## config.mk

```make
export PLATFORM = sky130hd
export DESIGN_NAME = tetc_top
export DESIGN_NICKNAME = d
export VERILOG_FILES = /design/src/tetc_pkg.sv /design/src/tetc_filter.sv /design/src/tetc_top.sv
export SDC_FILE = /design/constraint.sdc
export NUM_CORES = 1
export LEC_CHECK = 0
export BUFFER_PORTS_ARGS = -buffer_cell sky130_fd_sc_hd__buf_2
export CORE_ASPECT_RATIO = 0.8
export CORE_MARGIN = 2
export CORE_UTILIZATION = 56
export CTS_CLUSTER_SIZE = 20
export DETAILED_ROUTE_END_ITERATION = 16
export GPL_TIMING_DRIVEN = 0
export HOLD_SLACK_MARGIN = 0.15
export PLACE_DENSITY = 0.85
export SETUP_SLACK_MARGIN = 0.5
export SLEW_MARGIN = 0
export SYNTH_ARGS = -nofsm -noshare
export SYNTH_HDL_FRONTEND = slang
export SYNTH_SLANG_ARGS = --single-unit
```

## constraint.sdc

```tcl
create_clock -name i_ref_clk -period 6.61 [get_ports i_ref_clk]
set_input_delay 0.3305 -clock i_ref_clk [delete_from_list [all_inputs] [get_ports i_ref_clk]]
set_output_delay 0.3305 -clock i_ref_clk [all_outputs]
set_load 0.02 [all_outputs]
```

## src/tetc_pkg.sv

```systemverilog
// Shared constants for the external trigger conditioning block
package tetc_pkg;

  // Register byte addresses on the Avalon-MM slave
  localparam logic [3:0]  ADDR_SMCFG     = 4'h8;
  localparam logic [3:0]  ADDR_EXT_COUNT = 4'hC;

  // Slave mode configuration layout and reset value
  localparam logic [15:0] SMCFG_RESET    = 16'h0000;
  localparam logic [15:0] SMCFG_WMASK    = 16'hFFF7;  // Bit 3 reserved, reads zero
  localparam int          POL_BIT        = 15;
  localparam int          MODE1_BIT      = 14;
  localparam int          PSC_LSB        = 12;
  localparam int          FLT_LSB        = 8;
  localparam int          MSS_BIT        = 7;
  localparam int          TRGSEL_LSB     = 4;
  localparam int          SMSEL_LSB      = 0;

  // Selector codes
  localparam logic [2:0]  TRGSEL_EXT_TRIGGER_FILTERED   = 3'h7;
  localparam logic [2:0]  SMSEL_EXT0     = 3'h7;
  localparam logic [1:0]  PSC_BYPASS     = 2'h0;

  // Timing: kernel clock period and least ratio of kernel clock to filtered trigger
  localparam int          CLK_PERIOD_NS  = 4;
  localparam int          MIN_CLK_RATIO  = 4;
  localparam int          MIN_TRIG_NS    = CLK_PERIOD_NS * MIN_CLK_RATIO;
  localparam int          MIN_TRIG_CYC   = (MIN_TRIG_NS + CLK_PERIOD_NS - 1) / CLK_PERIOD_NS;

  // Filter code to sample-divider shift (0 means every kernel clock)
  function automatic logic [2:0] flt_shift(input logic [3:0] code);
    logic [2:0] s;
    s = 3'h0;
    if (code >= 4'hD) s = 3'h5;
    else if (code >= 4'hA) s = 3'h4;
    else if (code >= 4'h8) s = 3'h3;
    else if (code >= 4'h6) s = 3'h2;
    else if (code >= 4'h4) s = 3'h1;
    return s;
  endfunction

  // Filter code to required number of agreeing samples N
  function automatic logic [3:0] flt_count(input logic [3:0] code);
    logic [3:0] n;
    unique case (code)
      4'h0:                      n = 4'h1;
      4'h1:                      n = 4'h2;
      4'h2:                      n = 4'h4;
      4'h4, 4'h6, 4'h8, 4'hB, 4'hE: n = 4'h6;
      4'hA, 4'hD:                n = 4'h5;
      default:                   n = 4'h8;
    endcase
    return n;
  endfunction

endpackage

```

## src/tetc_filter.sv

```systemverilog
`timescale 1ns/1ps
// Event-counter glitch filter: output follows input after N agreeing samples
module tetc_filter
  import tetc_pkg::*;
#(
  parameter int CW = 4
) (
  input  wire logic          i_ref_clk,
  input  wire logic          i_nrst,
  input  wire logic          i_sample_en,
  input  wire logic          i_din,
  input  wire logic [CW-1:0] i_n,
  output logic               o_dout
);

  initial begin
    if (CW < 4) $error("tetc_filter: CW must hold a count of 8");
  end

  logic [CW-1:0] cnt_reg;
  logic [CW-1:0] cnt_inc;
  wire           differ = i_din != o_dout;
  wire           reach  = cnt_inc >= i_n;

  assign cnt_inc = cnt_reg + {{(CW-1){1'b0}}, 1'b1};

  // Count consecutive disagreeing samples; one agreeing sample restarts the count
  always_ff @(posedge i_ref_clk or negedge i_nrst) begin
    if (!i_nrst) begin
      cnt_reg <= '0;
      o_dout  <= 1'b0;
    end else if (i_sample_en) begin
      if (!differ) begin
        cnt_reg <= '0;
      end else if (reach) begin
        cnt_reg <= '0;
        o_dout  <= i_din;
      end else begin
        cnt_reg <= cnt_inc;
      end
    end
  end
endmodule

```

## src/tetc_top.sv

```systemverilog
// The implementer's own choice: the Avalon-MM slave port.
`timescale 1ns/1ps
// Behaviour
// - Polarity bit 1 makes low level or falling edge the active sense.
// - Mode 1 enable advances the counter on each active filtered trigger edge.
// - Modes 0 and 1 together use the filtered trigger as external clock.
// - Prescaler field 00 bypasses, 01 halves, 10 quarters, 11 divides by eight.
// - Filter is an event counter; output changes after N agreeing samples.
// - Filter field picks sampling rate and N, e.g. 0011 kernel clock, N=8.
// - Trigger select 111 routes the filtered trigger to the slave controller.
module tetc_top
  import tetc_pkg::*;
#(
  parameter int CNT_W = 16
) (
  input  wire logic        i_ref_clk,
  input  wire logic        i_nrst,
  input  wire logic        i_ext_trigger_input,
  input  wire logic [3:0]  i_address,
  input  wire logic        i_read,
  input  wire logic        i_write,
  input  wire logic [3:0]  i_byteenable,
  input  wire logic [31:0] i_writedata,
  output logic [31:0]      o_readdata,
  output logic             o_waitrequest,
  output logic             o_ext_trigger_filtered,
  output logic             o_slave_trigger,
  output logic             o_count_pulse,
  output logic [CNT_W-1:0] o_ext_count
);

  initial begin
    if (CNT_W < 1 || CNT_W > 32) $error("tetc_top: CNT_W must be 1 to 32");
  end

  // Configuration register and its fields
  logic [15:0]     smcfg_reg;
  logic [15:0]     smcfg_next;
  wire             ext_trigger_polarity       = smcfg_reg[POL_BIT];
  wire             ext_clock_mode1_enable     = smcfg_reg[MODE1_BIT];
  wire [1:0]       ext_trigger_prescaler      = smcfg_reg[PSC_LSB +: 2];
  wire [3:0]       ext_trigger_filter_control = smcfg_reg[FLT_LSB +: 4];
  wire [2:0]       trigger_select             = smcfg_reg[TRGSEL_LSB +: 3];
  wire [2:0]       slave_mode_select          = smcfg_reg[SMSEL_LSB +: 3];

  // Bus decode
  wire             req       = i_read | i_write;
  wire             take_wr   = i_write & ~o_waitrequest;
  wire             take_rd   = i_read & o_waitrequest;
  wire             hit_smcfg = i_address == ADDR_SMCFG;
  wire             hit_count = i_address == ADDR_EXT_COUNT;
  wire [15:0]      be_mask   = {{8{i_byteenable[1]}}, {8{i_byteenable[0]}}};
  wire [31:0]      rd_mux    = hit_smcfg ? {16'h0000, smcfg_reg}
                             : hit_count ? 32'(o_ext_count)
                             : 32'h0000_0000;

  // Byte-lane merge; reserved bit kept at zero
  assign smcfg_next = ((smcfg_reg & ~be_mask) | (i_writedata[15:0] & be_mask)) & SMCFG_WMASK;

  // One wait cycle per request: waitrequest drops the cycle after a request appears
  always_ff @(posedge i_ref_clk or negedge i_nrst) begin
    if (!i_nrst) begin
      o_waitrequest <= 1'b1;
      o_readdata    <= 32'h0000_0000;
    end else begin
      o_waitrequest <= ~(req & o_waitrequest);
      if (take_rd) o_readdata <= rd_mux;
    end
  end

  // Write lands at the edge where waitrequest is seen low
  always_ff @(posedge i_ref_clk or negedge i_nrst) begin
    if (!i_nrst) begin
      smcfg_reg <= SMCFG_RESET;
    end else if (take_wr && hit_smcfg) begin
      smcfg_reg <= smcfg_next;
    end
  end

  // Stage 1: polarity; XOR keeps a rising edge as the active edge downstream
  logic            pol_reg;
  logic            pol_d_reg;
  always_ff @(posedge i_ref_clk or negedge i_nrst) begin
    if (!i_nrst) begin
      pol_reg   <= 1'b0;
      pol_d_reg <= 1'b0;
    end else begin
      pol_reg   <= i_ext_trigger_input ^ ext_trigger_polarity;
      pol_d_reg <= pol_reg;
    end
  end

  // Stage 2: prescaler counts active edges; bit k toggles every 2^k active edges, so it rises at 1/2^(k+1) of the rate
  logic [2:0]      psc_reg;
  wire             pol_rise = pol_reg & ~pol_d_reg;
  always_ff @(posedge i_ref_clk or negedge i_nrst) begin
    if (!i_nrst) begin
      psc_reg <= 3'h0;
    end else if (pol_rise) begin
      psc_reg <= psc_reg + 3'h1;
    end
  end

  wire             psc_out = (ext_trigger_prescaler == PSC_BYPASS) ? pol_reg
                           : psc_reg[ext_trigger_prescaler - 2'h1];

  // Sample-rate divider for the filter; the dead-time clock equals the kernel clock here
  logic [4:0]      div_reg;
  wire [2:0]       flt_sh   = flt_shift(ext_trigger_filter_control);
  wire [3:0]       flt_n    = flt_count(ext_trigger_filter_control);
  wire [4:0]       div_mask = 5'((6'h01 << flt_sh) - 6'h01);
  wire             samp_en  = (div_reg & div_mask) == 5'h00;
  always_ff @(posedge i_ref_clk or negedge i_nrst) begin
    if (!i_nrst) begin
      div_reg <= 5'h00;
    end else begin
      div_reg <= div_reg + 5'h01;
    end
  end

  // Stage 3: filter fed from the prescaler output, never from the pin directly
  logic            flt_out;
  tetc_filter #(
    .CW          (4)
  ) u_filter (
    .i_ref_clk   (i_ref_clk),
    .i_nrst      (i_nrst),
    .i_sample_en (samp_en),
    .i_din       (psc_out),
    .i_n         (flt_n),
    .o_dout      (flt_out)
  );

  // External clock source: mode 1, or mode 0 with the filtered trigger selected
  wire             src_ext_trigger_filtered = ext_clock_mode1_enable
                             | ((slave_mode_select == SMSEL_EXT0)
                                && (trigger_select == TRGSEL_EXT_TRIGGER_FILTERED));
  wire             flt_rise  = flt_out & ~o_ext_trigger_filtered;

  // Outputs registered; filtered copy also serves as the edge-detect history
  always_ff @(posedge i_ref_clk or negedge i_nrst) begin
    if (!i_nrst) begin
      o_ext_trigger_filtered <= 1'b0;
      o_slave_trigger        <= 1'b0;
      o_count_pulse          <= 1'b0;
    end else begin
      o_ext_trigger_filtered <= flt_out;
      o_slave_trigger        <= (trigger_select == TRGSEL_EXT_TRIGGER_FILTERED) & flt_out;
      o_count_pulse          <= flt_rise & src_ext_trigger_filtered;
    end
  end

  // Counter advanced by filtered trigger edges; read-only to software
  always_ff @(posedge i_ref_clk or negedge i_nrst) begin
    if (!i_nrst) begin
      o_ext_count <= '0;
    end else if (flt_rise && src_ext_trigger_filtered) begin
      o_ext_count <= o_ext_count + CNT_W'(1);
    end
  end
endmodule
```

==> flow_summary_export.csv, run 1 <==
group,metric,value,unit
sta,hold_violations,0,
logic_synthesis,netlist.area_leader.share,49.2,%
cts,clockRootBuffer,"clkbuf_8",
die,floorplan.initialDensity,59.2,%
route,ant_nets,0,
finish,final_cells,475,
logic_synthesis,ys_warn_count,0,
global_route,grt_usage,23.9,%
sta,slew_viol_final,0,
logic_synthesis,yosys.area_share.simple,12.5,%
die,ioPinCount,97,
sta,final.setup_skew,0.00611,ns
finish,fin_util,71.2,%
global_route,grt_pass1_vias,2539,
placed_design,gp_congestion,0.839,
sta,slew_headroom,42.3,%
finish,diodes,0,
worst_hold_path,worstHoldStart,"i_writedata[11]",
die,die_w,89.9,um
sta,fin_tns_setup,0,ns
sta,rsz0062_at_grt,"no",
route,drc,0,
finish,final_common_cell,"dfrtp_1",
logic_synthesis,synth_seq_area_share,50.0,%
pwr,p_per_area,285,nW/um2
sta,fin_crit,3.00,ns
logic_synthesis,netlist-cell-type-count,47,
sta,setup_ws,3.61,ns
finish,final_cell_mix,"dfrtp_1 (65), buf_2 (61), nor2_1 (27)",
cts,cts_resized,0,
logic_synthesis,synth_area,3300,um2
logic_synthesis,synth-compound-area-share,11.6,%
route,viasPerCell,5.35,
global_route,antenna_found_initial,0,
global_route,overflow,0,
finish,drive_gt1_share,31.0,%
logic_synthesis,synth_top_family_by_area,"simple AND/OR/NAND/NOR gates",
route,num_vias,2543,
finish,nets,453,
cts,cts_setup_buffers,0,
logic_synthesis,async_flop_share,100,%
route,avgRoutedWirePerCell,15.5,um
logic_synthesis,synth-edff-count,0,
sta,fmaxAchievable,334,MHz
worst_setup_path,cp.required,6.88,ns
pwr,power,1.13,mW
route,drt_first_pass_iters,5,
worst_setup_path,critPathKind,"register to register",
flow_run,drv_cap,0,
finish,finalInstanceArea,3980,um2
global_route,grt_max_degree,67,
global_route,grt_first_pass_wirelength,12000,um
cts,cts.htree.levels,3,
logic_synthesis,synth_seq_cells,66,
pwr,seqPwrFrac,46.2,%
logic_synthesis,synth-adder-area-share,6.06,%
cts,hold_buffers,4,
pwr,p_clk_share,26.1,%
placed_design,dp_cells,455,
die,std_cell_rows,24,
worst_setup_path,crit_fanout,8,
logic_synthesis,synth_top_cell_by_area,"dfrtp_1",
sta,finalSetupViolCount,0,
die,core,5590,um2
die,die_h,72.7,um
placed_design,preCtsSetupSlack,3.62,ns
finish,syn2layout_area_growth,20.3,%
logic_synthesis,avgSynthCellArea,11.0,um2
cts,clock-sinks,66,
cts,cts_tree,"built",
placed_design,portBuffers,61,
pwr,peakVddDrop,0.000165,V
pwr,p_leak,2.00,nW
status,outcome,"complete, no violations",
die,dieArea,6540,um2
logic_synthesis,synth_ff_type,"dfrtp_1",
placed_design,place_area,3770,um2
worst_hold_path,hp-class,"input pin to register",
sta,hold_ws,0.200,ns
cts,cts.clk_slew.worst_paths,0.07,ns
pwr,switchingPower,0.388,mW
worst_setup_path,end_kind,"register",
pwr,swShare,34.2,%
logic_synthesis,muxShareOfSynthArea,7.08,%
cts,cts_buffers,9,
cts,cts_buffer_depth,2,
logic_synthesis,synthXorXnorAreaFrac,6.10,%
sta,worstMarginPinSlew,0.857,ns
route,wirelength,7380,um
logic_synthesis,netlist_top_cells_area,"dfrtp_1 (49%), mux2_2 (6.5%), ha_1 (6.1%), buf_4 (3.6%), a22oi_1 (3.4%)",
pwr,p_int,0.747,mW
finish,n_fill_cell,423,
placed_design,dp_hpwl,5360,um
worst_setup_path,arrival,3.27,ns
pwr,combinationalPowerShare,27.7,%
worst_setup_path,startpoint_type,"register",
route,drt_iter0_drc,131,
sta,fin_crit_sh,45.3,%
logic_synthesis,syn-instance-count,301,
cts,clk-insertion-delay-late,0.36,ns
critical path, cell delays in order, from the launching register on:
cell	delay, ns
dfrtp_1	0.49
inv_1	0.14
ha_1	0.26
mux2_2	0.27
a22o_1	0.19
ha_1	0.26
or3b_2	0.49
a211oi_1	0.23
mux2i_1	0.15
or2_0	0.26
o221ai_1	0.17
area by class of cell:
type / instances / area [um2] / area share, %
buffer: 27 / 170 / 4.28
sequential: 66 / 1650 / 41.6
timing repair buffer: 65 / 348 / 8.75
tap: 78 / 97.6 / 2.45
clock buffer: 10 / 138 / 3.46
multi-input combinational: 211 / 1490 / 37.5
clock inverter: 6 / 32.5 / 0.818
inverter: 12 / 45.0 / 1.13
path summary, 6_finish.rpt:
| check | to | slack [ns] | depth (start not counted) |
|---|---|---|---|
| setup / recovery | u_filter.cnt_reg[2] | 3.61 | 10 |
| hold / removal | register | 0.20 | 2 |
| setup reg to reg | u_filter.cnt_reg[2] | 3.61 | 10 |
| hold reg to reg | pol_d_reg | 0.42 | 0 |
| max in group asynchronous | o_ext_count[9] | 5.46 | 2 |
| min in group asynchronous | psc_reg[2] | 0.62 | 2 |
power by group through the flow:
stage / Combinational (mW) / Sequential, mW / Clock, mW
after floorplan: 0.192 / 0.549 / 0
after global placement: 0.296 / 0.526 / 0
after detailed placement: 0.313 / 0.530 / 0
after CTS: 0.315 / 0.523 / 0.302
after global routing: 0.351 / 0.532 / 0.320
final: 0.314 / 0.524 / 0.296
Yosys cell counts (4+ instances only):
cell type,count
nor2_1,27
a211oi_1,4
a22oi_1,15
dfrtp_1,65
mux2_2,19
nand3_1,10
o21ai_0,5
a21oi_1,21
xnor2_1,11
xor2_1,12
ha_1,16
clkbuf_1,9
buf_4,16
inv_1,12
nand2_1,17
cell families after synthesis:
kind of cell / count (synthesis)
AOI/OAI and AO/OA: 57
xor gates and xnor gates: 23
adders and majority gates: 16
buffers and inverters: 39
DFF: 66
muxes: 21
other: 1
and+or+nand+nor: 78
metal layers:
metal,vias up,share of wire (%),track usage [%]
met5,-,0,0
met3,17,8.5,9.61
met2,110,47,37.4
li1,1205,-,-
met1,1211,43,30.8
met4,0,1.7,8.72
Note: power is estimated with default switching activity, not from simulation.
==> run 2: changes to the inputs <==
Settings changed: CORE_UTILIZATION 56 to 47, PLACE_DENSITY 0.85 to 0.77.
Clock period 6.61 ns to 2.5 ns, I/O delays scaled along.
==> run 2 against run 1 <==
The flow now finishes with violations (setup timing); setup slack worse by 3.7 ns; core utilization is 8.2 points lower; critical path depth stayed put; sequential share of layout area is 3.3 points lower; die area is 18% higher; sequential power grew to 2.7 times the previous value; via count is 2.1% higher; largest power group unchanged; clock power grew to 3.1 times the previous value; critical endpoint unchanged; clock skew is 0.0015 ns lower; fmax is 16% higher; design area is 8.7% higher.
==> flow_summary_export.csv, run 2 (synthesis results as in run 1) <==
group,metric,value,unit
die,std_cell_rows,27,
cts,cts_buffer_depth,2,
cts,clock-sinks,66,
route,drt_first_pass_iters,5,
route,num_vias,2596,
worst_setup_path,r2r_slack,-0.08,ns
route,wirelength,7590,um
route,ant_nets,0,
sta,final.setup_skew,0.00462,ns
route,viasPerCell,5.09,
pwr,p_per_area,759,nW/um2
die,die_h,79.0,um
sta,slew_viol_final,0,
route,avgRoutedWirePerCell,14.9,um
placed_design,gp_congestion,0.786,
die,ioPinCount,97,
sta,finalSetupViolCount,4,
worst_setup_path,startpoint_type,"register",
flow_run,drv_cap,0,
global_route,grt_pass1_vias,2488,
finish,multi_input_area,1550,um2
sta,fin_crit,2.58,ns
finish,syn2layout_area_growth,30.8,%
worst_setup_path,endpoint,"u_filter.cnt_reg[2]",
sta,setup_ws,-0.0808,ns
pwr,p_leak,2.13,nW
sta,hold_ws,0.278,ns
status,violations,"setup timing",
worst_setup_path,crit_fanout,4,
sta,fin_crit_sh,103,%
worst_setup_path,worstRegToRegCells,10,
worst_setup_path,end_kind,"register",
cts,cts_tree,"built",
sta,hold_violations,0,
worst_setup_path,critPathKind,"register to register",
route,drt_iter0_drc,176,
finish,diodes,0,
finish,final_cell_mix,"dfrtp_1 (63), buf_2 (61), buf_4 (28)",
worst_hold_path,hp-class,"input pin to register",
global_route,grt_first_pass_wirelength,12400,um
worst_setup_path,cp.required,2.75,ns
finish,final_common_cell,"dfrtp_1",
route,drc,0,
finish,nets,479,
placed_design,dp_hpwl,5260,um
worst_setup_path,arrival,2.83,ns
sta,rsz0062_at_grt,"yes",
global_route,grt_max_degree,67,
global_route,overflow,0,
sta,worstMarginPinSlew,0.807,ns
sta,slew_headroom,46.2,%
cts,clk-insertion-delay-late,0.34,ns
global_route,grt_usage,20.5,%
die,die_w,97.7,um
status,outcome,"complete, but fails checks",
finish,drive_gt1_share,34.0,%
placed_design,portBuffers,61,
pwr,peakVddDrop,0.000322,V
finish,fin_util,63.0,%
global_route,antenna_found_initial,0,
die,dieArea,7720,um2
cts,cts.clk_slew.worst_paths,0.07,ns
finish,seqCellArea,1660,um2
die,floorplan.initialDensity,48.2,%
cts,cts.htree.levels,3,
cts,clockRootBuffer,"clkbuf_8",
cts,cts_buffers,9,
worst_setup_path,r2r-end,"u_filter.cnt_reg[2]",
finish,final_cells,510,
sta,fmaxAchievable,387,MHz
placed_design,dp_cells,464,
die,core,6860,um2
finish,n_fill_cell,555,
==> run 2: area by class of cell <==
type / count / area share, %
clock inverter: 2 / 0.811
timing repair buffer: 91 / 13.4
inverter: 12 / 1.16
multi-input combinational: 211 / 35.8
tap: 87 / 2.52
buffer: 27 / 3.94
clock buffer: 14 / 4.00
sequential: 66 / 38.3
==> run 2: how the worst min path moves through the flow <==
| stage | startpoint | end | slack [ns] | cells past startpoint |
|---|---|---|---|---|
| after floorplan | i_nrst | asynchronous set/reset pin | -0.17 | 0 |
| after global placement | i_read | o_waitrequest | 0.29 | 2 |
| after detailed placement | i_nrst | psc_reg[0] | 0.27 | 1 |
| after CTS | i_address[2] | o_readdata[15] | 0.26 | 4 |
| after global routing | i_address[2] | o_readdata[4] | 0.29 | 4 |
| final | i_address[2] | o_readdata[15] | 0.28 | 4 |
==> run 2: layer usage <==
layer | track usage [%] | vias up | part of all wire (%)
met4 | 6.25 | 0 | 1.4
met3 | 5.63 | 10 | 5.4
met5 | 0 | - | 0
met2 | 31.5 | 85 | 47
met1 | 28.5 | 1248 | 46
li1 | - | 1253 | -
==> run 2: where the power goes <==
group,switching (mW),total (mW),leakage (nW),internal [mW]
combinational,0.514,0.973,1.18,0.458
clock,0.380,0.921,0.107,0.542
sequential,0.153,1.39,0.849,1.23
total,1.05,3.28,2.13,2.23
==> run 2: what timing repair did <==
item	4_1_cts	5_1_grt
setup buffers	9	2
setup endpoints to repair	6	5
resized for setup	5	2
hold buffers	19	0
endpoints found under the hold margin	82	0
pin swaps	4	1
==> run 2: worst max-delay path: stages (launching register included) <==
cell and delay [ns]:
dfrtp_2 0.44, inv_4 0.07, ha_4 0.16, mux2_2 0.25, a22o_1 0.19, ha_1 0.27, or3b_4 0.39, a211oi_2 0.19
mux2i_1 0.11, or2_1 0.28, o221ai_2 0.14
==> run 2: through the flow <==
| stage | area (um2) | power, mW | TNS [ns] | setup WS [ns] |
|---|---|---|---|---|
| 2_1_floorplan | 3400 | 2.00 | -0.0144 | -0.0144 |
| 3_3_place_gp | 3810 | 2.22 | -0.259 | -0.149 |
| 3_5_place_dp | 3820 | 2.26 | -0.511 | -0.215 |
| 4_1_cts | 4300 | 3.26 | -0.188 | -0.0775 |
| 5_1_grt | 4320 | 3.49 | -0.827 | -0.210 |
| 6_report | 4320 | 3.28 | -0.202 | -0.0808 |
==> run 3: changes to the inputs <==
==> constraint.sdc (replaced) <==
create_clock -name i_ref_clk -period 2.5 [get_ports i_ref_clk]
set_input_delay 0.5 -clock i_ref_clk [delete_from_list [all_inputs] [get_ports i_ref_clk]]
set_output_delay 0.5 -clock i_ref_clk [all_outputs]
set_load 0.02 [all_outputs]
==> run 3 against run 2 <==
Count of clock-buffer cells in the layout unchanged; the flow still finishes with violations (setup timing); flip-flop and latch count unchanged; clock power about the same; critical endpoint unchanged; core utilization down 2.8 points; sequential power about the same; largest cell class unchanged.
==> flow_summary_export.csv, run 3 (synthesis results as in run 1) <==
group,metric,value,unit
die,die_h,79.0,um
die,core,6860,um2
placed_design,preCtsSetupSlack,-0.215,ns
die,ioPinCount,97,
status,violations,"setup timing",
finish,drive_gt1_share,35.6,%
worst_setup_path,critPathMaxStageDelay,0.44,ns
die,dieArea,7720,um2
pwr,p_per_area,787,nW/um2
route,drt_iter0_drc,154,
cts,clk-insertion-delay-late,0.34,ns
sta,worstMarginPinSlew,0.810,ns
worst_setup_path,end_kind,"register",
route,drt_first_pass_iters,4,
worst_setup_path,path_buf_inv,1,
cts,cts_tree,"built",
worst_hold_path,hp-class,"input pin to asynchronous set/reset pin",
sta,slew_headroom,46.0,%
die,std_cell_rows,27,
worst_setup_path,crit_fanout,4,
sta,final.setup_skew,0.00472,ns
global_route,grt_usage,19.9,%
placed_design,portBuffers,61,
route,avgRoutedWirePerCell,14.9,um
global_route,overflow,0,
cts,clockRootBuffer,"clkbuf_8",
pwr,p_leak,2.06,nW
sta,slew_viol_final,0,
worst_setup_path,cp_cell_sequence,"inv_4, ha_4, mux2_2, a22o_1, ha_1, or3b_4, a211oi_2, mux2i_1, or2_1, o221ai_2",
worst_setup_path,startpoint_type,"register",
sta,setup_ws,-0.0810,ns
pwr,peakVddDrop,0.000317,V
cts,cts_buffers,9,
flow_run,drv_cap,0,
sta,hold_ws,0.241,ns
worst_setup_path,r2r-end,"u_filter.cnt_reg[2]",
route,num_vias,2490,
worst_setup_path,worstRegToRegCells,10,
sta,rsz0062_at_grt,"yes",
worst_setup_path,critPathKind,"register to register",
finish,final_common_cell,"dfrtp_1",
finish,diodes,0,
sta,fin_crit_sh,103,%
finish,syn2layout_area_growth,25.0,%
route,viasPerCell,5.07,
die,die_w,97.7,um
cts,cts.htree.levels,3,
die,floorplan.initialDensity,48.2,%
worst_setup_path,critical-path-top-delay-family,"simple AND/OR/NAND/NOR gates",
global_route,grt_first_pass_wirelength,12100,um
global_route,grt_max_degree,67,
cts,hold_buffers,0,
finish,nets,460,
route,ant_nets,0,
sta,fmaxAchievable,387,MHz
cts,clock-sinks,66,
sta,fin_crit,2.58,ns
sta,hold_violations,0,
placed_design,dp_hpwl,5260,um
route,wirelength,7310,um
worst_setup_path,cp.required,2.75,ns
global_route,grt_pass1_vias,2423,
worst_setup_path,worst_path_max_delay_cell,"dfrtp_2",
worst_setup_path,r2r_slack,-0.08,ns
global_route,antenna_found_initial,0,
sta,finalSetupViolCount,4,
finish,final_cell_mix,"dfrtp_1 (63), buf_2 (61), buf_4 (28)",
route,drc,0,
pwr,power,3.25,mW
placed_design,gp_congestion,0.786,
worst_setup_path,arrival,2.83,ns
status,outcome,"complete, but fails checks",
cts,cts_buffer_depth,2,
cts,cts.clk_slew.worst_paths,0.07,ns
-- run 3: changes by cell type in the layout (fill, tap and decap cells not counted) --
cell,change
dlygate4sd3_1,-19
-- run 3: routing by layer --
layer  share of wire, %  GRT usage, %  wire length, um  up-vias
met4                1.5          6.11              108        0
met5                  0             0                0        -
met1                 48          28.3             3480     1193
met3                5.1          5.63              375       10
li1                   -             -                -     1214
met2                 46          29.7             3350       73
-- run 3: power by group --
group	switching [mW]	leakage, nW	internal [mW]
clock	0.379	0.107	0.542
sequential	0.153	0.849	1.23
combinational	0.507	1.10	0.438
total	1.04	2.06	2.21
-- run 3: what timing repair did --
item / in CTS / in global routing
buffers inserted: 9 / 2
pin swaps: 4 / 1
setup endpoints to repair: 6 / 5
endpoints found under the hold margin: 0 / 0
gates resized for setup: 5 / 2
-- run 3: how the worst max path moves through the flow --
| stage | startpoint | end | slack (ns) | cells after the start |
|---|---|---|---|---|
| global placement | register | u_filter.cnt_reg[2] | -0.15 | 10 |
| global route | register | u_filter.cnt_reg[2] | -0.21 | 10 |
| detailed placement | register | u_filter.cnt_reg[2] | -0.22 | 10 |
| finish | register | u_filter.cnt_reg[2] | -0.08 | 10 |
| CTS | register | u_filter.cnt_reg[2] | -0.08 | 10 |
| floorplan | register | u_filter.cnt_reg[2] | -0.01 | 10 |
-- run 3: layout make-up --
cell class              count  area (um2)
repair buffers             72         390
inverters                  12        50.0
fillers                   579        2730
flip-flops and latches     66        1660
plain buffers              27         170
clock buffers              14         173
well taps                  87         109
clock inverters             2        35.0
multi-input cells         211        1550
-- run 3: metrics by stage --
stage               instance area (um2)  TNS, ns  utilization, %  cells
finish                             4130   -0.209            60.2    491
global route                       4130   -0.827            60.2    491
CTS                                4110   -0.188            59.9    489
detailed placement                 3820   -0.511            55.7    464
global placement                   3810   -0.259            55.6    464
floorplan                          3400  -0.0144               -    316
